<file path="config.mk">
export PLATFORM = sky130hd
export DESIGN_NAME = scp_port
export DESIGN_NICKNAME = d
export VERILOG_FILES = /design/src/common/scp_pkg.sv /design/src/verilog/scp_sync.sv /design/src/verilog/scp_fifo.sv /design/src/verilog/scp_port.sv
export SDC_FILE = /design/constraint.sdc
export NUM_CORES = 1
export LEC_CHECK = 0
export ABC_CLOCK_PERIOD_IN_PS = 4450
export BUFFER_PORTS_ARGS = -buffer_cell sky130_fd_sc_hd__buf_2
export CAP_MARGIN = 25
export CELL_PAD_IN_SITES_DETAIL_PLACEMENT = 0
export CELL_PAD_IN_SITES_GLOBAL_PLACEMENT = 1
export CORE_MARGIN = 2
export CORE_UTILIZATION = 52
export DETAILED_ROUTE_END_ITERATION = 10
export GPL_ROUTABILITY_DRIVEN = 0
export PLACE_DENSITY_LB_ADDON = 0.12
export SLEW_MARGIN = 20
export SYNTH_ARGS = -nofsm -noshare
export SYNTH_HDL_FRONTEND = slang
export SYNTH_SLANG_ARGS = --single-unit
</file>
<file path="constraint.sdc">
create_clock -name clock_in -period 4.45 [get_ports clock_in]
set_clock_uncertainty 0.2 [all_clocks]
set_input_delay 0 -clock clock_in [delete_from_list [all_inputs] [get_ports clock_in]]
set_output_delay 0 -clock clock_in [all_outputs]
set_load 0.03 [all_outputs]
</file>
<file path="src/common/scp_pkg.sv">
// Shared constants for the chained potentiometer serial port.
package scp_pkg;

    // ==========================================================
    // Instruction byte layout: opcode in the top three bits.
    localparam int        OPC_MSB        = 7;
    localparam int        OPC_LSB        = 5;
    localparam int        ADDR_MSB       = 4;
    localparam logic [2:0] OPC_NOP       = 3'h0;
    localparam logic [2:0] OPC_CTRL_RD   = 3'h1;
    localparam logic [2:0] OPC_CTRL_WR   = 3'h3;
    localparam logic [2:0] OPC_ADDR_RD   = 3'h4;
    localparam logic [2:0] OPC_ADDR_WR   = 3'h6;
    localparam logic [2:0] READ_TAG      = 3'h7;

    // ==========================================================
    // Register addresses and reset values.
    localparam logic [4:0] ADDR_WIPER0   = 5'h00;
    localparam logic [4:0] ADDR_WIPER1   = 5'h01;
    localparam logic [4:0] ADDR_ACCESS   = 5'h10;
    localparam logic [7:0] RST_WIPER     = 8'h80;
    localparam logic [7:0] RST_ACCESS    = 8'h40;

    // ==========================================================
    // Access control fields; other bits read as zero.
    localparam int         ACC_SHDN_N_BIT = 6;
    localparam int         ACC_ODRAIN_BIT = 1;
    localparam logic [7:0] ACC_WR_MASK    = 8'h42;

    // ==========================================================
    // Framing and buffering.
    localparam logic [4:0] FRAME_BITS    = 5'h10;
    localparam int         FIFO_DEPTH    = 8;
    localparam int         WORD_BITS     = 16;

endpackage

</file>
<file path="src/verilog/scp_sync.sv">
// Two flip-flop synchroniser for a bundle of asynchronous inputs.
`timescale 1ns/100ps
module scp_sync #(
    parameter int W = 1
) (
    // Clock and reset.
    input  wire logic         clock_in,
    input  wire logic         rst_in,
    // Asynchronous levels in, synchronised levels out.
    input  wire logic [W-1:0] async_in,
    output logic      [W-1:0] sync_out
);

    logic [W-1:0] meta_r;   // First stage, read only by the second stage.

    // ==========================================================
    // Both stages reset to zero; only the second stage is visible.
    always_ff @(posedge clock_in or posedge rst_in) begin
        if (rst_in) begin
            meta_r   <= '0;
            sync_out <= '0;
        end else begin
            meta_r   <= async_in;
            sync_out <= meta_r;
        end
    end

endmodule

</file>
<file path="src/verilog/scp_fifo.sv">
// Small synchronous FIFO with valid and ready on both sides.
`timescale 1ns/100ps
module scp_fifo #(
    parameter int W = 16,
    parameter int D = 8
) (
    // Clock and reset.
    input  wire logic         clock_in,
    input  wire logic         rst_in,
    // Filling side.
    input  wire logic         in_valid_in,
    output logic              in_ready_out,
    input  wire logic [W-1:0] in_data_in,
    // Draining side.
    output logic              out_valid_out,
    input  wire logic         out_ready_in,
    output logic      [W-1:0] out_data_out
);

    localparam int AW = $clog2(D);

    logic [W-1:0] mem_r [D];    // Storage words.
    logic [AW:0]  wr_ptr_r;     // Write pointer with wrap bit.
    logic [AW:0]  rd_ptr_r;     // Read pointer with wrap bit.
    wire          push_w;
    wire          pop_w;
    wire          empty_w;
    wire          full_w;

    // ==========================================================
    // Full when pointers differ only in the wrap bit; D is a power of two.
    assign empty_w       = (wr_ptr_r == rd_ptr_r);
    assign full_w        = (wr_ptr_r[AW] != rd_ptr_r[AW]) &&
                           (wr_ptr_r[AW-1:0] == rd_ptr_r[AW-1:0]);
    assign in_ready_out  = !full_w;
    assign out_valid_out = !empty_w;
    assign out_data_out  = mem_r[rd_ptr_r[AW-1:0]];
    assign push_w        = in_valid_in && !full_w;
    assign pop_w         = out_ready_in && !empty_w;

    // Storage has no reset; only words behind the pointers are ever read.
    always_ff @(posedge clock_in) begin
        if (push_w) begin
            mem_r[wr_ptr_r[AW-1:0]] <= in_data_in;
        end
    end

    // Pointer updates.
    always_ff @(posedge clock_in or posedge rst_in) begin
        if (rst_in) begin
            wr_ptr_r <= '0;
            rd_ptr_r <= '0;
        end else begin
            if (push_w) begin
                wr_ptr_r <= wr_ptr_r + 1'b1;
            end
            if (pop_w) begin
                rd_ptr_r <= rd_ptr_r + 1'b1;
            end
        end
    end

endmodule

</file>
<file path="src/verilog/scp_port.sv">
// Serial slave port of a dual wiper potentiometer with daisy-chain support.
//
// Functional notes
// Addresses 10000b, 00000b, 00001b select three registers.
// Wiper registers set taps, read back directly.
// Output feeds next device; select, clock shared.
// Host sends chained write frames, last first.
// Captured writes execute on rising select.
// Host sends read frames, then raises select.
// Captured read answers during the next frame.
// Host sends no-operation frames for answers.
// Answer is 111b plus address, then data.
// Mode 0, MSB first, rise in, fall out.
// First byte: three opcode, five address bits.
// Single write takes effect when select rises.
// Single read echoes instruction, data in bytes 3-4.
// Otherwise output repeats input sixteen bits later.
`timescale 1ns/100ps
module scp_port
    import scp_pkg::*;
(
    // Clock and reset.
    input  wire logic       clock_in,
    input  wire logic       rst_in,
    // Serial pins from the host or the previous chain member.
    input  wire logic       spi_cs_n_in,
    input  wire logic       spi_sck_in,
    input  wire logic       spi_sdi_in,
    // Serial output pin as output and enable.
    output logic            spi_sdo_out,
    output logic            spi_sdo_oe_out,
    // Strap: high selects two-frame chained reads.
    input  wire logic       chain_en_in,
    // Register outputs to the analog core.
    output logic      [7:0] wiper0_position_out,
    output logic      [7:0] wiper1_position_out,
    output logic            shutdown_n_out
);

    // ==========================================================
    // Input synchronisation and edge detection.
    // Select enters the synchroniser inverted, so that the zero which the stages
    // hold in reset reads as deselected. A select pin that idles high would
    // otherwise show a false fall and rise, and a driven output, after release.
    logic [3:0] sync_w;         // Synchronised select (high = selected), sck, sdi, chain.
    logic       cs_n_q_r;       // Previous synchronised select.
    logic       sck_q_r;        // Previous synchronised clock.
    wire        cs_n_s_w  = !sync_w[3];
    wire        sck_s_w   = sync_w[2];
    wire        sdi_s_w   = sync_w[1];
    wire        chain_s_w = sync_w[0];

    scp_sync #(.W(4)) u_sync (
        .clock_in (clock_in),
        .rst_in   (rst_in),
        .async_in ({!spi_cs_n_in, spi_sck_in, spi_sdi_in, chain_en_in}),
        .sync_out (sync_w)
    );

    wire cs_fall_w  = cs_n_q_r && !cs_n_s_w;
    wire cs_rise_w  = !cs_n_q_r && cs_n_s_w;
    wire sck_rise_w = !sck_q_r && sck_s_w && !cs_n_s_w;
    wire sck_fall_w = sck_q_r && !sck_s_w && !cs_n_s_w;

    // Edge history reads only second-stage outputs.
    always_ff @(posedge clock_in or posedge rst_in) begin
        if (rst_in) begin
            cs_n_q_r <= 1'b1;
            sck_q_r  <= 1'b0;
        end else begin
            cs_n_q_r <= cs_n_s_w;
            sck_q_r  <= sck_s_w;
        end
    end

    // ==========================================================
    // Registers.
    logic [7:0] wiper0_r;       // First wiper position.
    logic [7:0] wiper1_r;       // Second wiper position.
    logic [7:0] access_r;       // Access control.

    // Read decode shared by both answer paths.
    function automatic logic [7:0] reg_read(input logic [4:0] a, input logic [7:0] w0,
                                            input logic [7:0] w1, input logic [7:0] ac);
        logic [7:0] d;
        d = 8'h00;
        case (a)
            ADDR_WIPER0: d = w0;
            ADDR_WIPER1: d = w1;
            ADDR_ACCESS: d = ac;
            default:     d = 8'h00;
        endcase
        return d;
    endfunction

    // Control opcodes always address the access register.
    function automatic logic [4:0] eff_addr(input logic [7:0] instr);
        logic [2:0] op;
        op = instr[OPC_MSB:OPC_LSB];
        if (op == OPC_CTRL_RD || op == OPC_CTRL_WR) begin
            return ADDR_ACCESS;
        end
        return instr[ADDR_MSB:0];
    endfunction

    function automatic logic is_read(input logic [7:0] instr);
        return instr[OPC_MSB:OPC_LSB] == OPC_CTRL_RD ||
               instr[OPC_MSB:OPC_LSB] == OPC_ADDR_RD;
    endfunction

    function automatic logic is_write(input logic [7:0] instr);
        return instr[OPC_MSB:OPC_LSB] == OPC_CTRL_WR ||
               instr[OPC_MSB:OPC_LSB] == OPC_ADDR_WR;
    endfunction

    // ==========================================================
    // Shift stage and frame bookkeeping.
    logic [15:0] shift_r;       // Sixteen-bit pass-through stage.
    logic [4:0]  bit_cnt_r;     // Bits in this frame, saturating at 16.
    logic        pend_r;        // Chained read waiting for the next frame.
    logic [4:0]  pend_addr_r;   // Address of that read.
    logic        sdo_bit_r;     // Serial output bit before pin shaping.

    wire [15:0] shift_nxt_w  = {shift_r[14:0], sdi_s_w};
    wire        bit16_w      = sck_rise_w && (bit_cnt_r == FRAME_BITS - 5'h01);
    // Single-device mode answers within the frame once 16 bits are in.
    wire        single_rd_w  = bit16_w && !chain_s_w && is_read(shift_nxt_w[15:8]);
    wire [7:0]  single_dat_w = reg_read(eff_addr(shift_nxt_w[15:8]),
                                        wiper0_r, wiper1_r, access_r);
    wire        frame_ok_w   = cs_rise_w && (bit_cnt_r == FRAME_BITS);
    wire        chain_load_w = cs_fall_w && pend_r;
    wire [15:0] chain_ans_w  = {READ_TAG, pend_addr_r,
                                reg_read(pend_addr_r, wiper0_r, wiper1_r, access_r)};
    wire [15:0] load_val_w   = chain_load_w ? chain_ans_w : shift_r;

    // Shift on rising clock; answer words replace the stage contents.
    always_ff @(posedge clock_in or posedge rst_in) begin
        if (rst_in) begin
            shift_r <= 16'h0000;
        end else if (chain_load_w) begin
            shift_r <= chain_ans_w;
        end else if (single_rd_w) begin
            shift_r <= {shift_nxt_w[15:8], single_dat_w};
        end else if (sck_rise_w) begin
            shift_r <= shift_nxt_w;
        end
    end

    // Bit counter restarts at each select fall.
    always_ff @(posedge clock_in or posedge rst_in) begin
        if (rst_in) begin
            bit_cnt_r <= 5'h00;
        end else if (cs_fall_w) begin
            bit_cnt_r <= 5'h00;
        end else if (sck_rise_w && bit_cnt_r != FRAME_BITS) begin
            bit_cnt_r <= bit_cnt_r + 5'h01;
        end
    end

    // A read left in the stage at select rise in chain mode is answered next frame.
    always_ff @(posedge clock_in or posedge rst_in) begin
        if (rst_in) begin
            pend_r      <= 1'b0;
            pend_addr_r <= 5'h00;
        end else if (frame_ok_w && chain_s_w && is_read(shift_r[15:8])) begin
            pend_r      <= 1'b1;
            pend_addr_r <= eff_addr(shift_r[15:8]);
        end else if (cs_fall_w) begin
            pend_r      <= 1'b0;
        end
    end

    // Output bit moves on falling clock; first bit shows at select fall.
    always_ff @(posedge clock_in or posedge rst_in) begin
        if (rst_in) begin
            sdo_bit_r <= 1'b1;
        end else if (cs_fall_w) begin
            sdo_bit_r <= load_val_w[15];
        end else if (sck_fall_w) begin
            sdo_bit_r <= shift_r[15];
        end
    end

    // ==========================================================
    // Pin shaping: released while deselected, low-only in open drain.
    wire odrain_w = access_r[ACC_ODRAIN_BIT];

    always_ff @(posedge clock_in or posedge rst_in) begin
        if (rst_in) begin
            spi_sdo_out    <= 1'b0;
            spi_sdo_oe_out <= 1'b0;
        end else begin
            spi_sdo_out    <= odrain_w ? 1'b0 : sdo_bit_r;
            spi_sdo_oe_out <= !cs_n_s_w && !(odrain_w && sdo_bit_r);
        end
    end

    // ==========================================================
    // Write queue: frames captured at select rise, applied by the drain.
    // A chain answer load reads the registers, so the drain stalls then.
    logic        wq_in_ready_w;
    logic        wq_out_valid_w;
    logic [15:0] wq_out_data_w;
    wire         wq_push_w = frame_ok_w && is_write(shift_r[15:8]);
    wire         wq_pop_w  = wq_out_valid_w && !chain_load_w;
    wire [4:0]   wq_addr_w = eff_addr(wq_out_data_w[15:8]);
    wire [7:0]   wq_data_w = wq_out_data_w[7:0];

    // Writes arriving with the queue full are dropped; eight frames fit.
    scp_fifo #(.W(WORD_BITS), .D(FIFO_DEPTH)) u_wq (
        .clock_in      (clock_in),
        .rst_in        (rst_in),
        .in_valid_in   (wq_push_w),
        .in_ready_out  (wq_in_ready_w),
        .in_data_in    (shift_r),
        .out_valid_out (wq_out_valid_w),
        .out_ready_in  (!chain_load_w),
        .out_data_out  (wq_out_data_w)
    );

    // Register updates from the queue.
    always_ff @(posedge clock_in or posedge rst_in) begin
        if (rst_in) begin
            wiper0_r <= RST_WIPER;
            wiper1_r <= RST_WIPER;
            access_r <= RST_ACCESS;
        end else if (wq_pop_w) begin
            case (wq_addr_w)
                ADDR_WIPER0: wiper0_r <= wq_data_w;
                ADDR_WIPER1: wiper1_r <= wq_data_w;
                ADDR_ACCESS: access_r <= wq_data_w & ACC_WR_MASK;
                default:     access_r <= access_r;
            endcase
        end
    end

    // Analog core outputs.
    always_ff @(posedge clock_in or posedge rst_in) begin
        if (rst_in) begin
            wiper0_position_out <= RST_WIPER;
            wiper1_position_out <= RST_WIPER;
            shutdown_n_out      <= RST_ACCESS[ACC_SHDN_N_BIT];
        end else begin
            wiper0_position_out <= wiper0_r;
            wiper1_position_out <= wiper1_r;
            shutdown_n_out      <= access_r[ACC_SHDN_N_BIT];
        end
    end
endmodule

</file>
==> results of run 1 <==
[power by group through the flow]
stage / Clock, mW / Sequential, mW / Combinational (mW)
finish: 1.63 / 2.66 / 1.28
global placement: 0 / 2.75 / 1.14
floorplan: 0 / 2.60 / 0.953
CTS: 1.67 / 2.71 / 1.21
detailed placement: 0 / 2.75 / 1.20
global route: 1.75 / 2.70 / 1.40
[cells by family after synthesis]
family          count (synthesis)
compound gates                 57
mux                            61
fa+ha+maj                       5
simple gates                  156
buf+inv                        40
xor+xnor                       16
flops                         203
[worst max-delay path, stage by stage (launching register included)]
cell and delay [ns]:
dfrtp_1 0.75, buf_8 0.24, mux4_1 0.61, mux2i_4 0.18, nand4_2 0.17, nor3b_4 0.56, mux2_2 0.40
[synthesized netlist by cell type (9+ instances only)]
master    count
a31oi_1      11
a21oi_1      14
dfrtp_1      75
edfxtp_1    120
o21ai_0      14
mux2_2       20
xor2_1        9
clkbuf_1     18
mux4_2       17
mux2i_1      20
inv_1        14
nand2_1      69
nor2_1       28
[per-layer routing]
layer | track usage | vias to the layer above | wire length [µm] | part of all wire
met2 | 0.3262 | 106 | 7650 | 0.48
met5 | 0 | - | 0 | 0
met4 | 0.04859 | 0 | 208 | 0.013
met1 | 0.2979 | 2270 | 7399 | 0.46
li1 | - | 2069 | - | -
met3 | 0.02744 | 16 | 794 | 0.049
[per-stage QoR]
| stage | std cells | util | power, mW |
|---|---|---|---|
| global placement | 737 | 0.5564 | 3.893 |
| global route | 785 | 0.6073 | 5.849 |
| floorplan | 538 | - | 3.551 |
| CTS | 784 | 0.6060 | 5.595 |
| detailed placement | 738 | 0.5574 | 3.946 |
| finish | 785 | 0.6073 | 5.570 |
[worst min-delay path by stage]
stage,from,endpoint
floorplan,chain_en_in,u_sync.meta_r[0]
global placement,chain_en_in,u_sync.meta_r[0]
detailed placement,chain_en_in,u_sync.meta_r[0]
CTS,u_sync.meta_r[3],u_sync.sync_out[3]
global route,u_sync.meta_r[1],u_sync.sync_out[1]
finish,u_sync.meta_r[3],u_sync.sync_out[3]
[timing repair]
action                                 4_1_cts  5_1_grt
endpoints found under the hold margin       50        0
hold buffers                                10        0
resized for setup                            0        0
[area by class of cell]
class,count,area [µm²]
timing repair buffer,49,352.8
multi-input combinational,295,2260
sequential,203,5692
clock inverter,12,102.6
tap,188,235.2
inverter,14,53.80
clock buffer,24,536.8
fill,1160,5969
[cell usage in the layout (no fill, tap or decap), drive strengths merged, types with 2 or more instances in the layout]
cell type	synthesis	layout
nand3b	3	3
o21ai	14	14
dfstp	8	8
buf	8	39
a31oi	11	11
o22a	8	8
nand2b	8	8
nor2	28	28
bufinv	0	2
nor3b	6	6
dlygate4sd3	0	10
and2	2	2
dfrtp	75	75
nor3	9	9
inv	14	13
mux2	20	20
xnor2	7	7
nand3	4	4
clkinv	0	10
nand2	69	69
ha	5	5
nor4b	3	3
mux2i	21	21
edfxtp	120	120
and3	4	4
or3	8	8
nor4	5	5
nor2b	2	2
xor2	9	9
nand4	2	2
a22o	2	2
clkbuf	18	24
a21oi	14	14
mux4	20	20
[registers in the layout, indices dropped and copies added, names as in the netlist, 2 cells and up]
signal               cells
u_wq.mem_r             120
shift_r                 16
wiper0_position_out      8
wiper0_r                 8
wiper1_position_out      8
wiper1_r                 8
bit_cnt_r                5
pend_addr_r              5
u_sync.meta_r            4
u_sync.sync_out          4
u_wq.rd_ptr_r            4
u_wq.wr_ptr_r            4
access_r                 2
==> summary.txt, run 1 <==
Layout
  • Diodes inserted: 0
  • Final net count: 594
  • Final Cell Area: 9233 µm²
  • Area grow syn2layout: 13.77%
  • Fraction of layout cells with a size suffix above 1: 0.2010

Synth
  • Post-synthesis net count: 549
  • Largest area contributor in the netlist: edfxtp_1
  • Syn Area/Cell: 15.08 µm²
  • Register area share after synthesis: 0.7012
  • Post-Synthesis Cells: 538
  • Simple-gate share of the synthesized area: 0.09497
  • Netlist cell types: 50
  • Top FF cell, synth: edfxtp_1
  • XOR/XNOR Fraction of Synth Area: 0.01727
  • Largest family of logic cells by synthesized area: multiplexers
  • Synth top area cells: edfxtp_1, dfrtp_1, mux4_2
  • Post-synth top area share: 0.4440
  • Cell Area, Synth: 8115 µm²
  • Synth warnings: 0
  • Number of synthesized flops with an enable pin: 120
  • Post-synth ARST share: 0.4089
  • Compound-Gate Fraction of Synth Area: 0.04517
  • Adder-Cell Fraction of Synth Area: 0.007709
  • Post-synthesis mux area share: 0.1121
  • Yosys reg bits: 203

Floorplanning
  • Core area: 15200 µm²
  • Die Wd: 128.9 µm
  • Io pins: 25
  • Die Y: 128.9 µm
  • Num rows: 45
  • Starting Density: 0.5338
  • Die area: 16620 µm²

Detailed routing
  • 1st-iter DRT viols: 263
  • Post-DR vias/cell: 5.683
  • Remaining DRCs: 0
  • First-pass DRT Iterations: 4
  • Post-route antenna net violation count: 0
  • Vias: 4461
  • Routed wire per std cell: 20.45 µm
  • Routed Wire Length: 16050 µm

STA
  • Min Tclk post-route: 3.237 ns
  • Worst-case hold slack: 0.1508 ns
  • Slew Limit Fails: 0
  • Worst Tran Pin Value: 0.8832 ns
  • Fin worst setup slack: 1.213 ns
  • Final TNS setup: 0 ns
  • RSZ-0062 raised after global routing: no
  • Period Utilization, post-route: 0.7273
  • Slew margin rel.: 0.4112
  • Final Hold Fails: 0
  • Highest Clock Rate: 309.0 MHz
  • Final setup viols: 0

Worst setup path
  • CP Launch Type: flip-flop
  • CP required: 4.62 ns
  • Worst reg2reg endpoint: wiper1_r[6]
  • WS Path Type: reg2reg
  • Worst Setup SP: u_wq.rd_ptr_r[1]
  • Crit path capture type: flip-flop
  • Critical path peak fanout: 13
  • Worst flop-to-flop path startpoint: u_wq.rd_ptr_r[1]
  • CP Capture Point: wiper1_r[6]
  • Worst Path Arrival: 3.40 ns
  • R2R setup slack: 1.21 ns
  • R2R depth: 6

Clocking
  • Clock latency at the later pin of the worst-skew pair: 0.48 ns
  • Clk sinks: 203
  • Max clock buf depth: 3
  • Postcts setup bufs: 0
  • CTS Buf Count: 20
  • Clock-pin slew on the worst setup and hold paths: 0.06 ns
  • Clock root cell: clkbuf_16
  • H-tree lvl count: 1
  • CTS tree: yes

Power and ir drop
  • Net Sw Frac: 0.3034
  • Sequential power share: 0.477
  • Peak supply drop: 0.3294 mV
  • Leak: 3.609 nW
  • Internal power: 3.880 mW
  • Clock power share: 0.293
  • Power density cells: 603.3 nW/µm²
  • Switch Pwr: 1.690 mW
  • Combinational power share: 0.230

Placed design
  • Placed Instance Area: 8473 µm²
  • PortBufs: 24
  • DP HPWL: 9946 µm
  • Pre-CTS setup slack: 1.149 ns

Run status
  • Status: completed

Job
  • Max_cap viols: 0

GRT
  • Initial antenna violation count: 0
  • First-pass GRT wire length: 25560 µm
  • Maximum number of pins on one net before global-route repair: 48
  • Total gr overflow: 0
  • Vias in the first global route: 4629
  • GR Util All Layers: 0.2024

Hold path
  • Hold Crit Class: reg2reg
  • Worst hold path depth: 0
Note: power is estimated with default switching activity, not from simulation.
==> run 2, diff against run 1 <==
- ABC_CLOCK_PERIOD_IN_PS: 4450 -> 3000
- clock period: 4.45 -> 3 ns (I/O delays scaled with it)
==> summary.txt, run 2 (synthesized netlist as in run 1, its figures left out) <==
Run status
  • Status: completed (unchanged)

Layout
  • Final Cell Area: 9355 µm² (was 9233 µm²)
  • Fraction of layout cells with a size suffix above 1: 0.2148 (was 0.2010)
  • Commonest non-fill, non-tap cell in the layout: edfxtp_1 (unchanged)
  • Final net count: 607 (was 594)
  • Diodes inserted: 0 (unchanged)
  • Fillers: 1157 (was 1160)
  • Area grow syn2layout: 15.28% (was 13.77%)
  • Most frequent cells in the layout: edfxtp_1, dfrtp_1, nand2_1, nor2_1, buf_4 (was edfxtp_1, dfrtp_1, nand2_1, nor2_1, buf_2)
  • Number of flip-flops in the largest register: 120 (unchanged)

Clocking
  • Postcts setup bufs: 0 (unchanged)
  • Clk sinks: 203 (unchanged)
  • H-tree lvl count: 1 (unchanged)
  • CTS tree: yes (unchanged)
  • CTS Buf Count: 22 (was 20)
  • Clock root cell: clkbuf_16 (unchanged)
  • Clock-pin slew on the worst setup and hold paths: 0.06 ns (about the same)
  • Max clock buf depth: 3 (unchanged)
  • Clock latency at the later pin of the worst-skew pair: 0.49 ns (was 0.48 ns)

STA
  • Slew Limit Fails: 0 (unchanged)
  • Final TNS setup: 0 ns (unchanged)
  • Slew margin rel.: 0.4358 (was 0.4112)
  • Fin worst setup slack: 0.2169 ns (was 1.213 ns)
  • RSZ-0062 raised after global routing: no (unchanged)
  • Worst Tran Pin Value: 0.8463 ns (was 0.8832 ns)
  • Highest Clock Rate: 359.3 MHz (was 309.0 MHz)
  • Final setup viols: 0 (unchanged)
  • Min Tclk post-route: 2.783 ns (was 3.237 ns)
  • Period Utilization, post-route: 0.9277 (was 0.7273)
  • Final Hold Fails: 0 (unchanged)

Detailed routing
  • Vias: 4526 (was 4461)
  • Remaining DRCs: 0 (unchanged)
  • 1st-iter DRT viols: 232 (was 263)
  • Post-route antenna net violation count: 0 (unchanged)
  • Routed wire per std cell: 20.15 µm (was 20.45 µm)
  • First-pass DRT Iterations: 4 (unchanged)
  • Routed Wire Length: 16080 µm (was 16050 µm)
  • Post-DR vias/cell: 5.672 (was 5.683)

Worst setup path
  • Worst Path Arrival: 2.95 ns (was 3.40 ns)
  • CP Cell Sequence: nor3b_1 > o21ai_0 > o221ai_1 > nand4_2 > nor3b_4 > buf_4 > mux2_2 (was buf_8 > mux4_1 > mux2i_4 > nand4_2 > nor3b_4 > mux2_2)
  • Largest delay share family, worst path: simple AND/OR/NAND/NOR gates (was multiplexers)
  • Critical path peak fanout: 22 (was 13)
  • WS Path Type: reg2reg (unchanged)
  • CP Launch Type: flip-flop (unchanged)
  • CP max-delay cell: dfrtp_2 (was dfrtp_1)
  • Crit path capture type: flip-flop (unchanged)
  • CP required: 3.17 ns (was 4.62 ns)
  • Biggest cell delay along the critical path: 0.69 ns (was 0.75 ns)
  • WP buf/inv: 1 (unchanged)

GRT
  • Initial antenna violation count: 0 (unchanged)
  • Vias in the first global route: 4616 (was 4629)
  • First-pass GRT wire length: 25840 µm (was 25560 µm)
  • Maximum number of pins on one net before global-route repair: 38 (was 48)
  • GR Util All Layers: 0.2069 (was 0.2024)
  • Total gr overflow: 0 (unchanged)

Floorplanning
  • Starting Density: 0.5338 (unchanged)
  • Core area: 15200 µm² (unchanged)
  • Die Wd: 128.9 µm (unchanged)
  • Die Y: 128.9 µm (unchanged)
  • Die area: 16620 µm² (unchanged)
  • Io pins: 25 (unchanged)
  • Num rows: 45 (unchanged)

Job
  • Max_cap viols: 0 (unchanged)

Power and ir drop
  • Total power: 8.453 mW (was 5.570 mW)
  • Peak supply drop: 0.5517 mV (was 0.3294 mV)
  • Power density cells: 903.6 nW/µm² (was 603.3 nW/µm²)
  • Leak: 3.684 nW (was 3.609 nW)

Placed design
  • Pre-CTS setup slack: 0.1610 ns (was 1.149 ns)
  • PortBufs: 24 (unchanged)
  • DP HPWL: 10200 µm (was 9946 µm)
  • Placed Instance Area: 8568 µm² (was 8473 µm²)

Hold path
  • Hold Crit Class: reg2reg (unchanged)
## run 2: changes by cell type in the layout (fill, tap and decap cells not counted), sizes merged
cell / previous run / this run
buf: 39 / 50
clkbuf: 24 / 31
clkinv: 10 / 6
clkinvlp: 1 / 0
## run 2: path summary, 6_finish.rpt
path                       cells past startpoint             start  slack [ns]                 end
setup / recovery                               7  u_wq.rd_ptr_r[0]        0.22         wiper1_r[0]
setup reg to reg                               7  u_wq.rd_ptr_r[0]        0.22         wiper1_r[0]
max in group asynchronous                      5            rst_in        1.45           sdo_bit_r
hold reg to reg                                0  u_sync.meta_r[2]        0.15  u_sync.sync_out[2]
hold / removal                                 0  u_sync.meta_r[2]        0.15  u_sync.sync_out[2]
min in group asynchronous                      4            rst_in        0.37         wiper0_r[3]
## run 2: report_power, final
group	switching (mW)	total, mW	internal [mW]
Sequential	0.482	3.91	3.43
Combinational	1.04	1.98	0.937
Clock	0.992	2.56	1.57
Total	2.52	8.45	5.94
## run 2: worst register-to-register path: cells and delay by family (launching register included)
| kind | cells | cell delay (ns) |
|---|---|---|
| AO/OA/AOI/OAI | 2 | 0.44 |
| buffers and inverters | 1 | 0.24 |
| flip-flops | 1 | 0.69 |
| multiplexers | 1 | 0.37 |
| AND/OR/NAND/NOR | 3 | 0.72 |
## run 2: layer usage
layer,track usage,up-vias,routed length [µm],share of wire
met1,0.2942,2276,7357,0.46
met5,0,-,0,0
met3,0.03202,27,781,0.049
met4,0.05882,0,319,0.020
met2,0.3374,117,7619,0.47
li1,-,2106,-,-
## run 2: per-stage QoR
stage                     std cells  utilization  hold WS, ns
final                           798       0.6154       0.1453
after global routing            798       0.6154       0.1508
after CTS                       798       0.6154       0.1473
after detailed placement        750       0.5636      -0.2233
after global placement          750       0.5636      -0.2348
after floorplan                 538            -      -0.1686
## run 2: repair_timing
item                       4_1_cts  5_1_grt
hold endpoints to repair        84        0
hold buffers                    10        0
setup endpoints to repair        0       11
resized for setup                0        1
## run 2: final cells by class
type / count / area [µm²] / share of cell area
inverter: 14 / 53.80 / 0.005751
sequential: 203 / 5692 / 0.6084
tap: 188 / 235.2 / 0.02514
clock inverter: 7 / 81.33 / 0.008693
multi-input combinational: 295 / 2260 / 0.2415
timing repair buffer: 60 / 427.9 / 0.04574
clock buffer: 31 / 605.6 / 0.06473
==> run 3, diff against run 2 <==
- PLACE_DENSITY: default -> 0.84
- PLACE_DENSITY_LB_ADDON: 0.12 -> default
==> summary.txt, run 3 (synthesized netlist as in run 1, its figures left out) <==
Run status
  • Status: completed (unchanged)

Worst setup path
  • Worst Setup SP: u_wq.rd_ptr_r[1] (was u_wq.rd_ptr_r[0])
  • CP Launch Type: flip-flop (unchanged)
  • Worst Path Arrival: 2.97 ns (was 2.95 ns)
  • Crit path capture type: flip-flop (unchanged)
  • CP required: 3.17 ns (about the same)
  • WS Path Type: reg2reg (unchanged)
  • Worst flop-to-flop path startpoint: u_wq.rd_ptr_r[1] (was u_wq.rd_ptr_r[0])
  • Critical path peak fanout: 12 (was 22)

Layout
  • Most frequent cells in the layout: edfxtp_1, dfrtp_1, nand2_1, nor2_1, buf_4 (unchanged)
  • Storage cell area: 5692 µm² (unchanged)
  • Final net count: 604 (was 607)
  • Area grow syn2layout: 14.25% (was 15.28%)
  • Fraction of layout cells with a size suffix above 1: 0.2142 (was 0.2148)
  • Multi-input gate area: 2260 µm² (unchanged)
  • Fin util: 0.6099 (was 0.6154)
  • Diodes inserted: 0 (unchanged)
  • Number of flip-flops in the largest register: 120 (unchanged)
  • Fillers: 1125 (was 1157)
  • Commonest non-fill, non-tap cell in the layout: edfxtp_1 (unchanged)

Clocking
  • Clock-pin slew on the worst setup and hold paths: 0.06 ns (about the same)
  • CTS tree: yes (unchanged)
  • CTS Buf Count: 20 (was 22)
  • H-tree lvl count: 1 (unchanged)
  • Clock latency at the later pin of the worst-skew pair: 0.49 ns (about the same)
  • Clock root cell: clkbuf_16 (unchanged)
  • Clk sinks: 203 (unchanged)
  • Max clock buf depth: 3 (unchanged)
  • Postcts setup bufs: 0 (unchanged)

Detailed routing
  • Routed Wire Length: 15830 µm (was 16080 µm)
  • Vias: 4499 (was 4526)
  • Post-DR vias/cell: 5.659 (was 5.672)
  • Post-route antenna net violation count: 0 (unchanged)
  • Routed wire per std cell: 19.91 µm (was 20.15 µm)
  • Remaining DRCs: 0 (unchanged)
  • First-pass DRT Iterations: 5 (was 4)
  • 1st-iter DRT viols: 276 (was 232)

Floorplanning
  • Core area: 15200 µm² (unchanged)
  • Starting Density: 0.5338 (unchanged)
  • Die Wd: 128.9 µm (unchanged)
  • Num rows: 45 (unchanged)
  • Die area: 16620 µm² (unchanged)
  • Io pins: 25 (unchanged)
  • Die Y: 128.9 µm (unchanged)

Placed design
  • PortBufs: 24 (unchanged)
  • DP HPWL: 9972 µm (was 10200 µm)

Power and ir drop
  • Net Sw Frac: 0.3040 (was 0.2978)
  • Clock power share: 0.286 (was 0.303)
  • Power density cells: 887.6 nW/µm² (was 903.6 nW/µm²)
  • Sequential power share: 0.476 (was 0.463)
  • Switch Pwr: 2.502 mW (was 2.518 mW)
  • Internal power: 5.727 mW (was 5.936 mW)
  • Peak supply drop: 0.6243 mV (was 0.5517 mV)
  • Combinational power share: 0.238 (was 0.234)
  • Leak: 3.650 nW (was 3.684 nW)

STA
  • Min Tclk post-route: 2.791 ns (was 2.783 ns)
  • Final setup viols: 0 (unchanged)
  • Period Utilization, post-route: 0.9304 (was 0.9277)
  • Slew Limit Fails: 0 (unchanged)
  • Highest Clock Rate: 358.3 MHz (was 359.3 MHz)
  • Slew margin rel.: 0.4256 (was 0.4358)
  • Final TNS setup: 0 ns (unchanged)
  • RSZ-0062 raised after global routing: no (unchanged)
  • Final Hold Fails: 0 (unchanged)
  • Worst Tran Pin Value: 0.8615 ns (was 0.8463 ns)

Job
  • Max_cap viols: 0 (unchanged)

GRT
  • Vias in the first global route: 4702 (was 4616)
  • Total gr overflow: 0 (unchanged)
  • GR Util All Layers: 0.2043 (was 0.2069)
  • Maximum number of pins on one net before global-route repair: 41 (was 38)
  • Initial antenna violation count: 0 (unchanged)
  • First-pass GRT wire length: 25450 µm (was 25840 µm)

Hold path
  • Hold Crit Class: reg2reg (unchanged)
  • Hold Startpoint: u_sync.meta_r[3] (was u_sync.meta_r[2])
run 3: cell types whose count changed in the layout (fill, tap and decap cells not counted):
cell       delta
buf_12        -1
bufinv_16     -1
clkbuf_1      -6
clkbuf_16     -2
clkbuf_8      +1
clkinv_1      +4
clkinv_2      +2
o21ai_0       +1
o21ai_1       -1
run 3: path summary, 6_finish.rpt:
path,end,slack (ns),depth (start not counted)
worst max-delay path,wiper1_r[6],0.21,6
worst min-delay path,u_sync.sync_out[3],0.15,0
worst max register to register,wiper1_r[6],0.21,6
worst min register to register,u_sync.sync_out[3],0.15,0
max in group asynchronous,access_r[6],1.29,5
min in group asynchronous,wiper1_r[0],0.52,4
run 3: what timing repair did:
action / in CTS / in global routing
hold buffers: 10 / 0
resized for setup: 0 / 0
hold endpoints to repair: 84 / 0
run 3: layout make-up:
class	instances	area share
sequential	203	0.6139
multi-input combinational	295	0.2437
clock buffer	24	0.05897
timing repair buffer	59	0.04399
tap	188	0.02537
clock inverter	12	0.008232
inverter	14	0.005803
run 3: power groups by stage:
stage	combinational [mW]	clock, mW	sequential [mW]
4_1_cts	1.97	2.40	3.91
3_3_place_gp	1.89	0	3.93
6_report	1.96	2.35	3.92
3_5_place_dp	1.94	0	3.96
5_1_grt	2.13	2.51	3.98
2_1_floorplan	1.41	0	3.85
run 3: through the flow:
step	hold WS [ns]	cell area [µm²]	power (mW)	std cells	setup slack, ns
after global placement	-0.1130	8548	5.820	749	0.2980
after detailed placement	-0.09428	8548	5.897	749	0.2251
final	0.1490	9271	8.229	795	0.2088
after floorplan	-0.1686	8125	5.267	538	0.2142
after global routing	0.1559	9271	8.622	795	0.05591
after CTS	0.1495	9271	8.283	795	0.1953
run 3: routing by layer:
metal,share of wire,up-vias,track usage
li1,-,2097,-
met4,0.023,0,0.06969
met5,0,-,0
met1,0.42,2262,0.2701
met3,0.055,30,0.03742
met2,0.50,110,0.3455
run 3: worst max-delay path, cell delays in order (launching register included):
cell     delay [ns]
dfrtp_1        0.64
mux4_1         0.67
mux2i_4        0.18
nand4_2        0.17
nor3b_4        0.23
buf_4          0.22
mux2_2         0.36
